==> config.mk <==
export PLATFORM = sky130hd
export DESIGN_NAME = nvsrs_host
export DESIGN_NICKNAME = d
export VERILOG_FILES = /design/src/logic/nvsrs_wait.v /design/src/logic/nvsrs_host.v
export VERILOG_INCLUDE_DIRS = /design/src /design/src/logic
export SDC_FILE = /design/constraint.sdc
export NUM_CORES = 1
export LEC_CHECK = 0
export BUFFER_PORTS_ARGS = -buffer_cell sky130_fd_sc_hd__buf_4
export CAP_MARGIN = 10
export CORE_MARGIN = 5
export CORE_UTILIZATION = 50
export DETAILED_ROUTE_END_ITERATION = 8
export PLACE_DENSITY = 0.71
export SYNTH_ARGS = -nofsm -noshare
export SYNTH_HDL_FRONTEND = slang
export SYNTH_SLANG_ARGS = --single-unit
==> constraint.sdc <==
create_clock -name clk -period 3.3 [get_ports clk]
set_clock_uncertainty 0.15 [all_clocks]
set_input_delay 0.66 -clock clk [delete_from_list [all_inputs] [get_ports clk]]
set_output_delay 0.66 -clock clk [all_outputs]
set_load 0.005 [all_outputs]
==> src/logic/nvsrs_map.vh <==
// Notes on behaviour
// Device holds busy low through every store.
// Device stays disabled until busy returns high.
// Supply dip latches recall, run on recovery.
// Sequence opens with three fixed prefix reads.
// Fourth, fifth fixed reads; sixth picks command.
// Sixth read 0x8FC0 starts a store.
// Sixth read 0x4C63 starts a recall.
// Sixth read 0x8B45 disables power-loss save.
// Sixth read 0x4B46 enables power-loss save.
// Any intervening access aborts the sequence.
// Host issues steps as reads, write high.
// Only low sixteen address lines are compared.
// Store erases then programs nonvolatile cells.
// Device disabled for the store duration.
// Recall clears SRAM then copies, duration.
// Store after changing save enable state.
// Low supply blocks stores and writes.
// Held write suppressed until strobe falls.
// Hardware store skipped without prior write.
// Pulling busy low requests store after delay.
// Mismatch returns detector idle, prefix restarts.
`ifndef NVSRS_MAP_VH
`define NVSRS_MAP_VH
`define NVSRS_AW 19
`define NVSRS_DW 16
`define NVSRS_SEQ0 16'h4E38
`define NVSRS_SEQ1 16'hB1C7
`define NVSRS_SEQ2 16'h83E0
`define NVSRS_SEQ3 16'h7C1F
`define NVSRS_SEQ4 16'h703F
`define NVSRS_CMD_STORE 16'h8FC0
`define NVSRS_CMD_RECALL 16'h4C63
`define NVSRS_CMD_SAVE_OFF 16'h8B45
`define NVSRS_CMD_SAVE_ON 16'h4B46
`define NVSRS_OP_READ 3'h0
`define NVSRS_OP_WRITE 3'h1
`define NVSRS_OP_STORE 3'h2
`define NVSRS_OP_RECALL 3'h3
`define NVSRS_OP_SAVE_OFF 3'h4
`define NVSRS_OP_SAVE_ON 3'h5
`define NVSRS_OP_HW_STORE 3'h6
`define NVSRS_CLK_NS 5
`define NVSRS_CYC_NS 25
`define NVSRS_CYC_CLK ((`NVSRS_CYC_NS + `NVSRS_CLK_NS - 1) / `NVSRS_CLK_NS)
`define NVSRS_SETUP_CLK 2
`define NVSRS_HWREQ_NS 100
`define NVSRS_HWREQ_CLK ((`NVSRS_HWREQ_NS + `NVSRS_CLK_NS - 1) / `NVSRS_CLK_NS)
`define NVSRS_BUSY_TIMEOUT 32'd4000000
`define NVSRS_STORE_US 8
`define NVSRS_STORE_CLK (`NVSRS_STORE_US * 1000 / `NVSRS_CLK_NS)
`define NVSRS_RECALL_US 20
`define NVSRS_RECALL_CLK (`NVSRS_RECALL_US * 1000 / `NVSRS_CLK_NS)
`define NVSRS_PUREC_US 20000
`define NVSRS_PUREC_CLK (`NVSRS_PUREC_US * 1000 / `NVSRS_CLK_NS)
`endif

==> src/logic/nvsrs_wait.v <==
`timescale 1ns/1ps
`include "nvsrs_map.vh"
// Down counter; done pulses one cycle when a loaded count expires.
module nvsrs_wait (
  // Clock and reset.
  input wire clk,
  input wire resetn,
  // Load side.
  input wire load,
  input wire [31:0] count,
  // Status.
  output reg busy,
  output reg done
);
  reg [31:0] cnt_reg;
  always @(posedge clk or negedge resetn) begin
    if (!resetn) begin
      cnt_reg <= 32'h0;
      busy <= 1'b0;
      done <= 1'b0;
    end else begin
      done <= 1'b0;
      if (load) begin
        cnt_reg <= (count == 32'h0) ? 32'h1 : count;
        busy <= 1'b1;
      end else if (busy) begin
        if (cnt_reg == 32'h1) begin
          busy <= 1'b0;
          done <= 1'b1;
        end
        cnt_reg <= cnt_reg - 32'h1;
      end
    end
  end
endmodule

==> src/logic/nvsrs_host.v <==
`timescale 1ns/1ps
`include "nvsrs_map.vh"
// Host controller that drives the memory pins and issues command sequences.
module nvsrs_host #(
  parameter STORE_CLK = `NVSRS_STORE_CLK,
  parameter RECALL_CLK = `NVSRS_RECALL_CLK,
  parameter PUREC_CLK = `NVSRS_PUREC_CLK,
  parameter BUSY_TIMEOUT = `NVSRS_BUSY_TIMEOUT
) (
  // Clock and reset.
  input wire clk,
  input wire resetn,
  // User command port.
  input wire req_valid,
  input wire [2:0] req_op,
  input wire [18:0] req_addr,
  input wire [15:0] req_wdata,
  output reg req_ready,
  output reg rsp_valid,
  output reg [15:0] rsp_rdata,
  output reg rsp_err,
  // Supply status.
  input wire supply_ok,
  output reg save_enabled,
  output reg dirty,
  // Memory pins.
  output reg chip_sel_n,
  output reg write_strobe_n,
  output reg out_strobe_n,
  output reg upper_byte_enable_n,
  output reg lower_byte_enable_n,
  output reg [18:0] mem_addr,
  input wire [15:0] dq_in,
  output reg [15:0] dq_out,
  output reg dq_oe,
  input wire store_busy_n_in,
  output reg store_busy_n_out,
  output reg store_busy_n_oe
);
  localparam S_IDLE = 7'h01;
  localparam S_SETUP = 7'h02;
  localparam S_STROBE = 7'h04;
  localparam S_GAP = 7'h08;
  localparam S_WAIT = 7'h10;
  localparam S_HWREQ = 7'h20;
  localparam S_BUSY = 7'h40;

  function [15:0] seq_addr;
    input [2:0] idx;
    input [2:0] op;
    begin
      case (idx)
        3'd0: seq_addr = `NVSRS_SEQ0;
        3'd1: seq_addr = `NVSRS_SEQ1;
        3'd2: seq_addr = `NVSRS_SEQ2;
        3'd3: seq_addr = `NVSRS_SEQ3;
        3'd4: seq_addr = `NVSRS_SEQ4;
        default: begin
          case (op)
            `NVSRS_OP_STORE: seq_addr = `NVSRS_CMD_STORE;
            `NVSRS_OP_RECALL: seq_addr = `NVSRS_CMD_RECALL;
            `NVSRS_OP_SAVE_OFF: seq_addr = `NVSRS_CMD_SAVE_OFF;
            default: seq_addr = `NVSRS_CMD_SAVE_ON;
          endcase
        end
      endcase
    end
  endfunction

  function is_seq;
    input [2:0] op;
    begin
      is_seq = (op == `NVSRS_OP_STORE) || (op == `NVSRS_OP_RECALL) ||
        (op == `NVSRS_OP_SAVE_OFF) || (op == `NVSRS_OP_SAVE_ON);
    end
  endfunction

  reg [6:0] state_reg;
  reg [2:0] op_reg;
  reg [2:0] step_reg;
  reg [7:0] cnt_reg;
  reg [18:0] addr_reg;
  reg [15:0] wdata_reg;
  reg boot_reg;
  reg supply_q_reg;
  reg [31:0] bcnt_reg;
  reg wait_load;
  reg [31:0] wait_count;
  wire wait_busy;
  wire wait_done;

  nvsrs_wait u_wait (
    .clk(clk),
    .resetn(resetn),
    .load(wait_load),
    .count(wait_count),
    .busy(wait_busy),
    .done(wait_done)
  );

  always @* begin
    wait_load = 1'b0;
    wait_count = 32'h0;
    if (state_reg == S_GAP && step_reg == 3'd5) begin
      wait_load = (op_reg == `NVSRS_OP_STORE) ||
        (op_reg == `NVSRS_OP_RECALL);
      wait_count = (op_reg == `NVSRS_OP_STORE) ? STORE_CLK
        : RECALL_CLK;
    end else if (state_reg == S_IDLE && supply_ok && !supply_q_reg) begin
      wait_load = 1'b1;
      wait_count = PUREC_CLK;
    end
  end

  always @(posedge clk or negedge resetn) begin
    if (!resetn) begin
      state_reg <= S_IDLE;
      op_reg <= `NVSRS_OP_READ;
      step_reg <= 3'd0;
      cnt_reg <= 8'h0;
      addr_reg <= 19'h0;
      wdata_reg <= 16'h0;
      boot_reg <= 1'b1;
      supply_q_reg <= 1'b0;
      bcnt_reg <= 32'h0;
      req_ready <= 1'b0;
      rsp_valid <= 1'b0;
      rsp_rdata <= 16'h0;
      rsp_err <= 1'b0;
      save_enabled <= 1'b1;
      dirty <= 1'b0;
      chip_sel_n <= 1'b1;
      write_strobe_n <= 1'b1;
      out_strobe_n <= 1'b1;
      upper_byte_enable_n <= 1'b1;
      lower_byte_enable_n <= 1'b1;
      mem_addr <= 19'h0;
      dq_out <= 16'h0;
      dq_oe <= 1'b0;
      store_busy_n_out <= 1'b1;
      store_busy_n_oe <= 1'b0;
    end else begin
      rsp_valid <= 1'b0;
      supply_q_reg <= supply_ok;
      case (state_reg)
        S_IDLE: begin
          // Any supply dip means the device will recall on recovery.
          if (!supply_ok || wait_busy || wait_load) begin
            req_ready <= 1'b0;
            if (!supply_ok)
              boot_reg <= 1'b1;
          end else if (!store_busy_n_in) begin
            req_ready <= 1'b0;
          end else if (req_ready && req_valid) begin
            req_ready <= 1'b0;
            op_reg <= req_op;
            addr_reg <= req_addr;
            wdata_reg <= req_wdata;
            step_reg <= 3'd0;
            cnt_reg <= 8'h0;
            if (req_op == `NVSRS_OP_HW_STORE) begin
              store_busy_n_out <= 1'b0;
              store_busy_n_oe <= 1'b1;
              state_reg <= S_HWREQ;
            end else begin
              // Each access starts from deselected strobes, so a
              // held write never spans a store or recall.
              mem_addr <= is_seq(req_op) ? {3'h0, seq_addr(3'd0, req_op)}
                : req_addr;
              state_reg <= S_SETUP;
            end
          end else begin
            if (boot_reg)
              dirty <= 1'b0;
            boot_reg <= 1'b0;
            req_ready <= 1'b1;
          end
        end
        S_SETUP: begin
          cnt_reg <= cnt_reg + 8'h1;
          if (cnt_reg == `NVSRS_SETUP_CLK - 1) begin
            cnt_reg <= 8'h0;
            chip_sel_n <= 1'b0;
            if (op_reg == `NVSRS_OP_WRITE) begin
              write_strobe_n <= 1'b0;
              dq_out <= wdata_reg;
              dq_oe <= 1'b1;
            end else begin
              write_strobe_n <= 1'b1;
              out_strobe_n <= 1'b0;
            end
            upper_byte_enable_n <= 1'b0;
            lower_byte_enable_n <= 1'b0;
            state_reg <= S_STROBE;
          end
        end
        S_STROBE: begin
          cnt_reg <= cnt_reg + 8'h1;
          if (cnt_reg == `NVSRS_CYC_CLK - 1) begin
            cnt_reg <= 8'h0;
            rsp_rdata <= (op_reg == `NVSRS_OP_WRITE) ? rsp_rdata : dq_in;
            chip_sel_n <= 1'b1;
            write_strobe_n <= 1'b1;
            out_strobe_n <= 1'b1;
            upper_byte_enable_n <= 1'b1;
            lower_byte_enable_n <= 1'b1;
            dq_oe <= 1'b0;
            state_reg <= S_GAP;
          end
        end
        S_GAP: begin
          // Steps follow back to back with no other access between.
          if (is_seq(op_reg) && step_reg != 3'd5) begin
            step_reg <= step_reg + 3'd1;
            mem_addr <= {3'h0, seq_addr(step_reg + 3'd1, op_reg)};
            state_reg <= S_SETUP;
          end else begin
            if (op_reg == `NVSRS_OP_WRITE)
              dirty <= 1'b1;
            if (op_reg == `NVSRS_OP_SAVE_OFF)
              save_enabled <= 1'b0;
            if (op_reg == `NVSRS_OP_SAVE_ON)
              save_enabled <= 1'b1;
            if (op_reg == `NVSRS_OP_STORE || op_reg == `NVSRS_OP_RECALL) begin
              state_reg <= S_WAIT;
            end else begin
              rsp_valid <= 1'b1;
              rsp_err <= 1'b0;
              state_reg <= S_IDLE;
            end
          end
        end
        S_WAIT: begin
          if (wait_done) begin
            dirty <= 1'b0;
            bcnt_reg <= 32'h0;
            state_reg <= S_BUSY;
          end
        end
        S_HWREQ: begin
          cnt_reg <= cnt_reg + 8'h1;
          if (cnt_reg == `NVSRS_HWREQ_CLK - 1) begin
            cnt_reg <= 8'h0;
            store_busy_n_out <= 1'b1;
            store_busy_n_oe <= 1'b0;
            bcnt_reg <= 32'h0;
            // Without a write since the last store, no store runs.
            if (dirty)
              dirty <= 1'b0;
            state_reg <= S_BUSY;
          end
        end
        S_BUSY: begin
          bcnt_reg <= bcnt_reg + 32'h1;
          if (store_busy_n_in) begin
            rsp_valid <= 1'b1;
            rsp_err <= 1'b0;
            state_reg <= S_IDLE;
          end else if (bcnt_reg == BUSY_TIMEOUT) begin
            rsp_valid <= 1'b1;
            rsp_err <= 1'b1;
            state_reg <= S_IDLE;
          end
        end
        default: begin
          state_reg <= S_IDLE;
        end
      endcase
    end
  end
endmodule

* Yosys cells after proc, flatten, opt, wreduce, memory -nomap -nowiden *
Cells that the tools add are included.

word-level totals
  output and inout port bits = 64
  bits in registers = 167
  input bits = 59
  logic and storage cells = 225

operators by class
  equal/unequal tests = 48
  add/subtract/negate cells = 4
  muxes and demuxes = 102
  reduce and logical (&&, ||, !) cells = 43
  bitwise operators = 3

operators by type and width
  cell                     number
  $mux W32                 4
  $mux W19                 6
  $pmux W32 S3             1
  $pmux W16 S5             1
  $mux W22                 3
  $mux W7                  9
  $mux W1                  50
  $pmux W7 S7              1
  $mux W8                  6
  $pmux W16 S3             1
  $pmux W19 S2             1
  $add A32 B1 Y32 const B  1
  $eq A32 B1 Y1 const B    1
  $eq A32 B22 Y1 const B   1
  $logic_not A32 Y1        1
  $pmux W8 S4              1
  $sub A32 B1 Y32 const B  1
  $ne A2 B2 Y1 const B     14
  $reduce_and A4 Y1        6
  $eq A3 B3 Y1 const B     7
  $eq A3 B2 Y1 const B     6
  $pmux W1 S2              8
  $reduce_and A3 Y1        5
  $reduce_bool A2 Y1       7
  other kinds (32)         58

* Longest topological paths before layout *
  depth after elaboration = 10
  gate-level depth with buffers = 10
  gate-level depth less buffers = 8

* Hierarchy *
From an unflattened synthesis, not the netlist that was laid out.

second synthesis, totals
  cells, all modules = 889
  area, all modules = 8755.9 µm²

modules (own cells, without submodules)
  module      cells each  times used  area an instance (µm²)  sequential area each (µm²)
  nvsrs_host  642         1           6623.9                  3337.0
  nvsrs_wait  247         1           2132.0                  850.8

* Worst setup path before layout *
OpenSTA, ideal clock, no wires.

  path type = reg2reg
  from = register state_reg[6]
  to = register dq_out[0]
  data arrival time = 2277 ps
  setup slack = 749 ps
  period minus slack after synthesis = 2551 ps
  required time = 3025 ps
  library setup time = 125 ps
  cell stages (with the launch flop) = 9
  path buffers = 3
  cells stage by stage = dfrtp_1 -> or3_1 -> buf_2 -> or2_2 -> nor3_1 -> nor2b_1 -> buf_2 -> buf_4 -> mux2_2

on the way
  cells in the longest elaborated chain, start to end = 2

ends and longest elaborated chain
  what                                RTL line          source
  start: declaration                  nvsrs_host.v:78   reg [6:0] state_reg;
  start signal: assignment            nvsrs_host.v:117  state_reg <= S_IDLE;
  start signal: assignment            nvsrs_host.v:164  state_reg <= S_HWREQ;
  start signal: assignment            nvsrs_host.v:170  state_reg <= S_SETUP;
  $eq A7 B2 Y1                        nvsrs_host.v:145  case (state_reg)
  $reduce_and A3 Y1 (no source line)  --
  end signal: assignment              nvsrs_host.v:186  dq_out <= wdata_reg;
  end: declaration                    nvsrs_host.v:34   output reg [15:0] dq_out,

No other way between the ends.
A chain may end at the register's enable or synchronous reset.

* Final worst setup path *
  from = register cnt_reg[3]
  to = register bcnt_reg[19]

on the way
  cells in the longest elaborated chain, start to end = 3

ends and longest elaborated chain
  what                                RTL line          source
  start: declaration                  nvsrs_host.v:81   reg [7:0] cnt_reg;
  start signal: assignment            nvsrs_host.v:180  cnt_reg <= cnt_reg + 8'h1;
  start signal: assignment            nvsrs_host.v:198  cnt_reg <= cnt_reg + 8'h1;
  start signal: assignment            nvsrs_host.v:241  cnt_reg <= cnt_reg + 8'h1;
  $eq A8 B5 Y1                        nvsrs_host.v:242  if (cnt_reg == `NVSRS_HWREQ_CLK - 1) begin
  $ne A2 B2 Y1 (no source line)       --
  $reduce_and A3 Y1 (no source line)  --
  end signal: assignment              nvsrs_host.v:254  bcnt_reg <= bcnt_reg + 32'h1;
  end: declaration                    nvsrs_host.v:86   reg [31:0] bcnt_reg;

No other way between the ends.

==> results_dict.tcl <==
set metrics [dict create \
    status "finished clean" \
    routedWlPerCell_um 16.6 \
    ys.flop_type "dfrtp_1" \
    syn_area_sq_mm 0.00848 \
    finalHoldViolations 0 \
    rsz0062_at_grt "no" \
    die_y_um 140 \
    fin_area_sq_mm 0.0103 \
    initial_core_util 0.510 \
    htreeDepth 4 \
    worst-path-buf-inv 0 \
    syn2layout_area_growth_pct 21.2 \
    num_antenna_cells 0 \
    row_count 47 \
    drcViolationCount 0 \
    path_max_fanout 52 \
    dieArea_sq_mm 0.0197 \
    critical_path_arrival_ns 3.07 \
    avgSynthCellArea_sq_um 10.2 \
    critPathKind "register to register" \
    nFillCells 1409 \
    ios 123 \
    maxCapViolCount 0 \
    max-slew-margin-rel 0.253 \
    layout-drive-gt1-share 0.268 \
    p_total_w 0.00454 \
    slew_violations 0 \
    cp.depth 5 \
    holdCritPathClass "primary input to asynchronous set/reset pin" \
    grt_pass1_vias 6668 \
    critPathLaunchType "register" \
    overflow 0 \
    ys_warn_count 0 \
    ys_seq_area_frac 0.494 \
    hold_buffers 0 \
    post-cts-setup-buffer-count 0 \
    synth_cell_type_count 67 \
    dpl_cell_area_sq_mm 0.00968 \
    grt_use_total 0.205 \
    leakage_nw 4.56 \
    vdd_drop_max_v 0.000381 \
    cts.repair.resized 0 \
    dp_slack_ns 0.440 \
    fin_crit_sh 0.871 \
    worst_path_dominant_cell_family "simple AND/OR/NAND/NOR gates" \
    antenna_left 0 \
    cts_sinks 167 \
    fp.dieW_um 140 \
    crit_path_top_delay_cell "or4_1" \
    drt-initial-drc-count 453 \
    async_reset_ff_frac 1.00 \
    fin_ws_ns 0.425 \
    antenna_found_initial 0 \
    fin_crit_ns 2.87 \
    portBuffers 122 \
    first_pass_iters 5 \
    grt_pass1_wl_mm 33.4 \
    hold_slack_ns 0.0781 \
    root_buffer "clkbuf_16" \
    worst_slew_pin_slew_ns 1.12 \
    fin_nets 1024 \
    setup_viol 0 \
    drt_wl_total_mm 19.6 \
    gp_congestion 0.884 \
    fmax_mhz 348 \
    clk_pin_slew_ns 0.07 \
    cts_tree "yes" \
    power_per_cell_area_mw_per_mm2 442 \
    rr_worst_depth 5 \
    dp_hpwl_mm 14.0 \
    slowest_delay_ns 0.67 \
    syn_nets 904 \
    end_kind "register" \
    num_vias 6706 \
    required_ns 3.49 \
    path_cells "or4_1 > nor3b_2 > a21oi_4 > or4_1 > a21oi_1" \
    synth_edf_count 0 \
    fin_setup_tns_ns 0 \
    cts_buffers 17 \
    synthCells 833 \
    clk_path_buf_depth 2 \
    detail_route.vias_per_cell 5.65 \
    core_sq_mm 0.0166 \
    yosys_register_bits 167 \
    cp_common_cell "or4_1" \
    grt_max_degree 70 \
    clock_latency_ns 0.43 \
]
[path summary, 6_finish.rpt]
| check | from | end | slack (ns) |
|---|---|---|---|
| min | resetn | mem_addr[9] | 0.08 |
| min reg2reg | mem_addr[4] | mem_addr[4] | 0.33 |
| min in group clk | supply_ok | supply_q_reg | 0.23 |
| max reg2reg | cnt_reg[3] | bcnt_reg[19] | 0.43 |
| max | cnt_reg[3] | bcnt_reg[19] | 0.43 |
| max in group asynchronous | resetn | write_strobe_n | 2.04 |
[cell type report]
cell class | instances | area (sq um) | area share
inverter | 19 | 71.3 | 0.00694
tap | 220 | 275 | 0.0268
multi-input combinational | 604 | 4040 | 0.393
clock inverter | 15 | 173 | 0.0168
timing repair buffer | 144 | 1110 | 0.108
sequential | 167 | 4190 | 0.407
clock buffer | 17 | 425 | 0.0414
[per-layer routing]
layer	GRT usage	vias up	wire [um]
met5	0	-	0
met4	0.0525	0	244
met3	0.0706	21	1420
met2	0.313	168	9020
met1	0.281	3221	8960
li1	-	3296	-
[metrics by stage]
step                 util  cells
floorplan               -    833
global placement    0.582   1154
detailed placement  0.582   1154
CTS                 0.618   1186
global route        0.618   1186
finish              0.618   1186
[layout by cell type, fill, tap and decap left out, types with 5 or more instances in the layout]
master     instances
inv_6              6
clkbuf_16         17
nand4_1           12
nor2_1            52
or4_1             14
inv_8              5
o21ai_0           79
and2_1             9
nand3_1           25
inv_1             19
a21oi_1           29
nand2b_1           7
o22ai_1            8
nor3_1            27
nor3b_1            8
mux2_2            53
nand3b_1           5
nor2b_1           10
dfstp_2            7
or3_1             14
nor4b_1            7
xnor2_1           29
nand2_1           62
ha_1              12
o21bai_1          14
dfrtp_1          160
mux2i_1           13
o31ai_1           13
o211ai_1           6
buf_4            141
nor4_1            25
or2_2              5
[Yosys cell counts (12+ instances only)]
cell type	instances	share of area
inv_1	19	0.0084
ha_1	12	0.018
nor2_1	52	0.023
mux2i_1	13	0.015
or4_1	14	0.012
dfrtp_1	160	0.47
nor4_1	25	0.018
mux2_2	53	0.070
a21oi_1	29	0.017
nor3_1	28	0.017
o21bai_1	14	0.012
xnor2_1	29	0.030
o31ai_1	13	0.012
or3_1	14	0.010
nand2_1	62	0.027
o21ai_0	79	0.047
nand3_1	25	0.015
nand4_1	12	0.0088
clkbuf_1	26	0.012
[power by group]
group	switching (W)	total (W)	internal, W
logic	0.000201	0.000365	0.000164
clock network	0.000915	0.00200	0.00109
registers	0.0000652	0.00217	0.00211
[cells by family after synthesis]
kind of cell    share of synthesized area
xor+xnor                           0.0330
buf+inv                            0.0329
flops                               0.494
compound gates                      0.132
mux                                0.0870
fa+ha+maj                          0.0177
simple gates                        0.203
No activity file was read; power rests on OpenSTA's default activity.
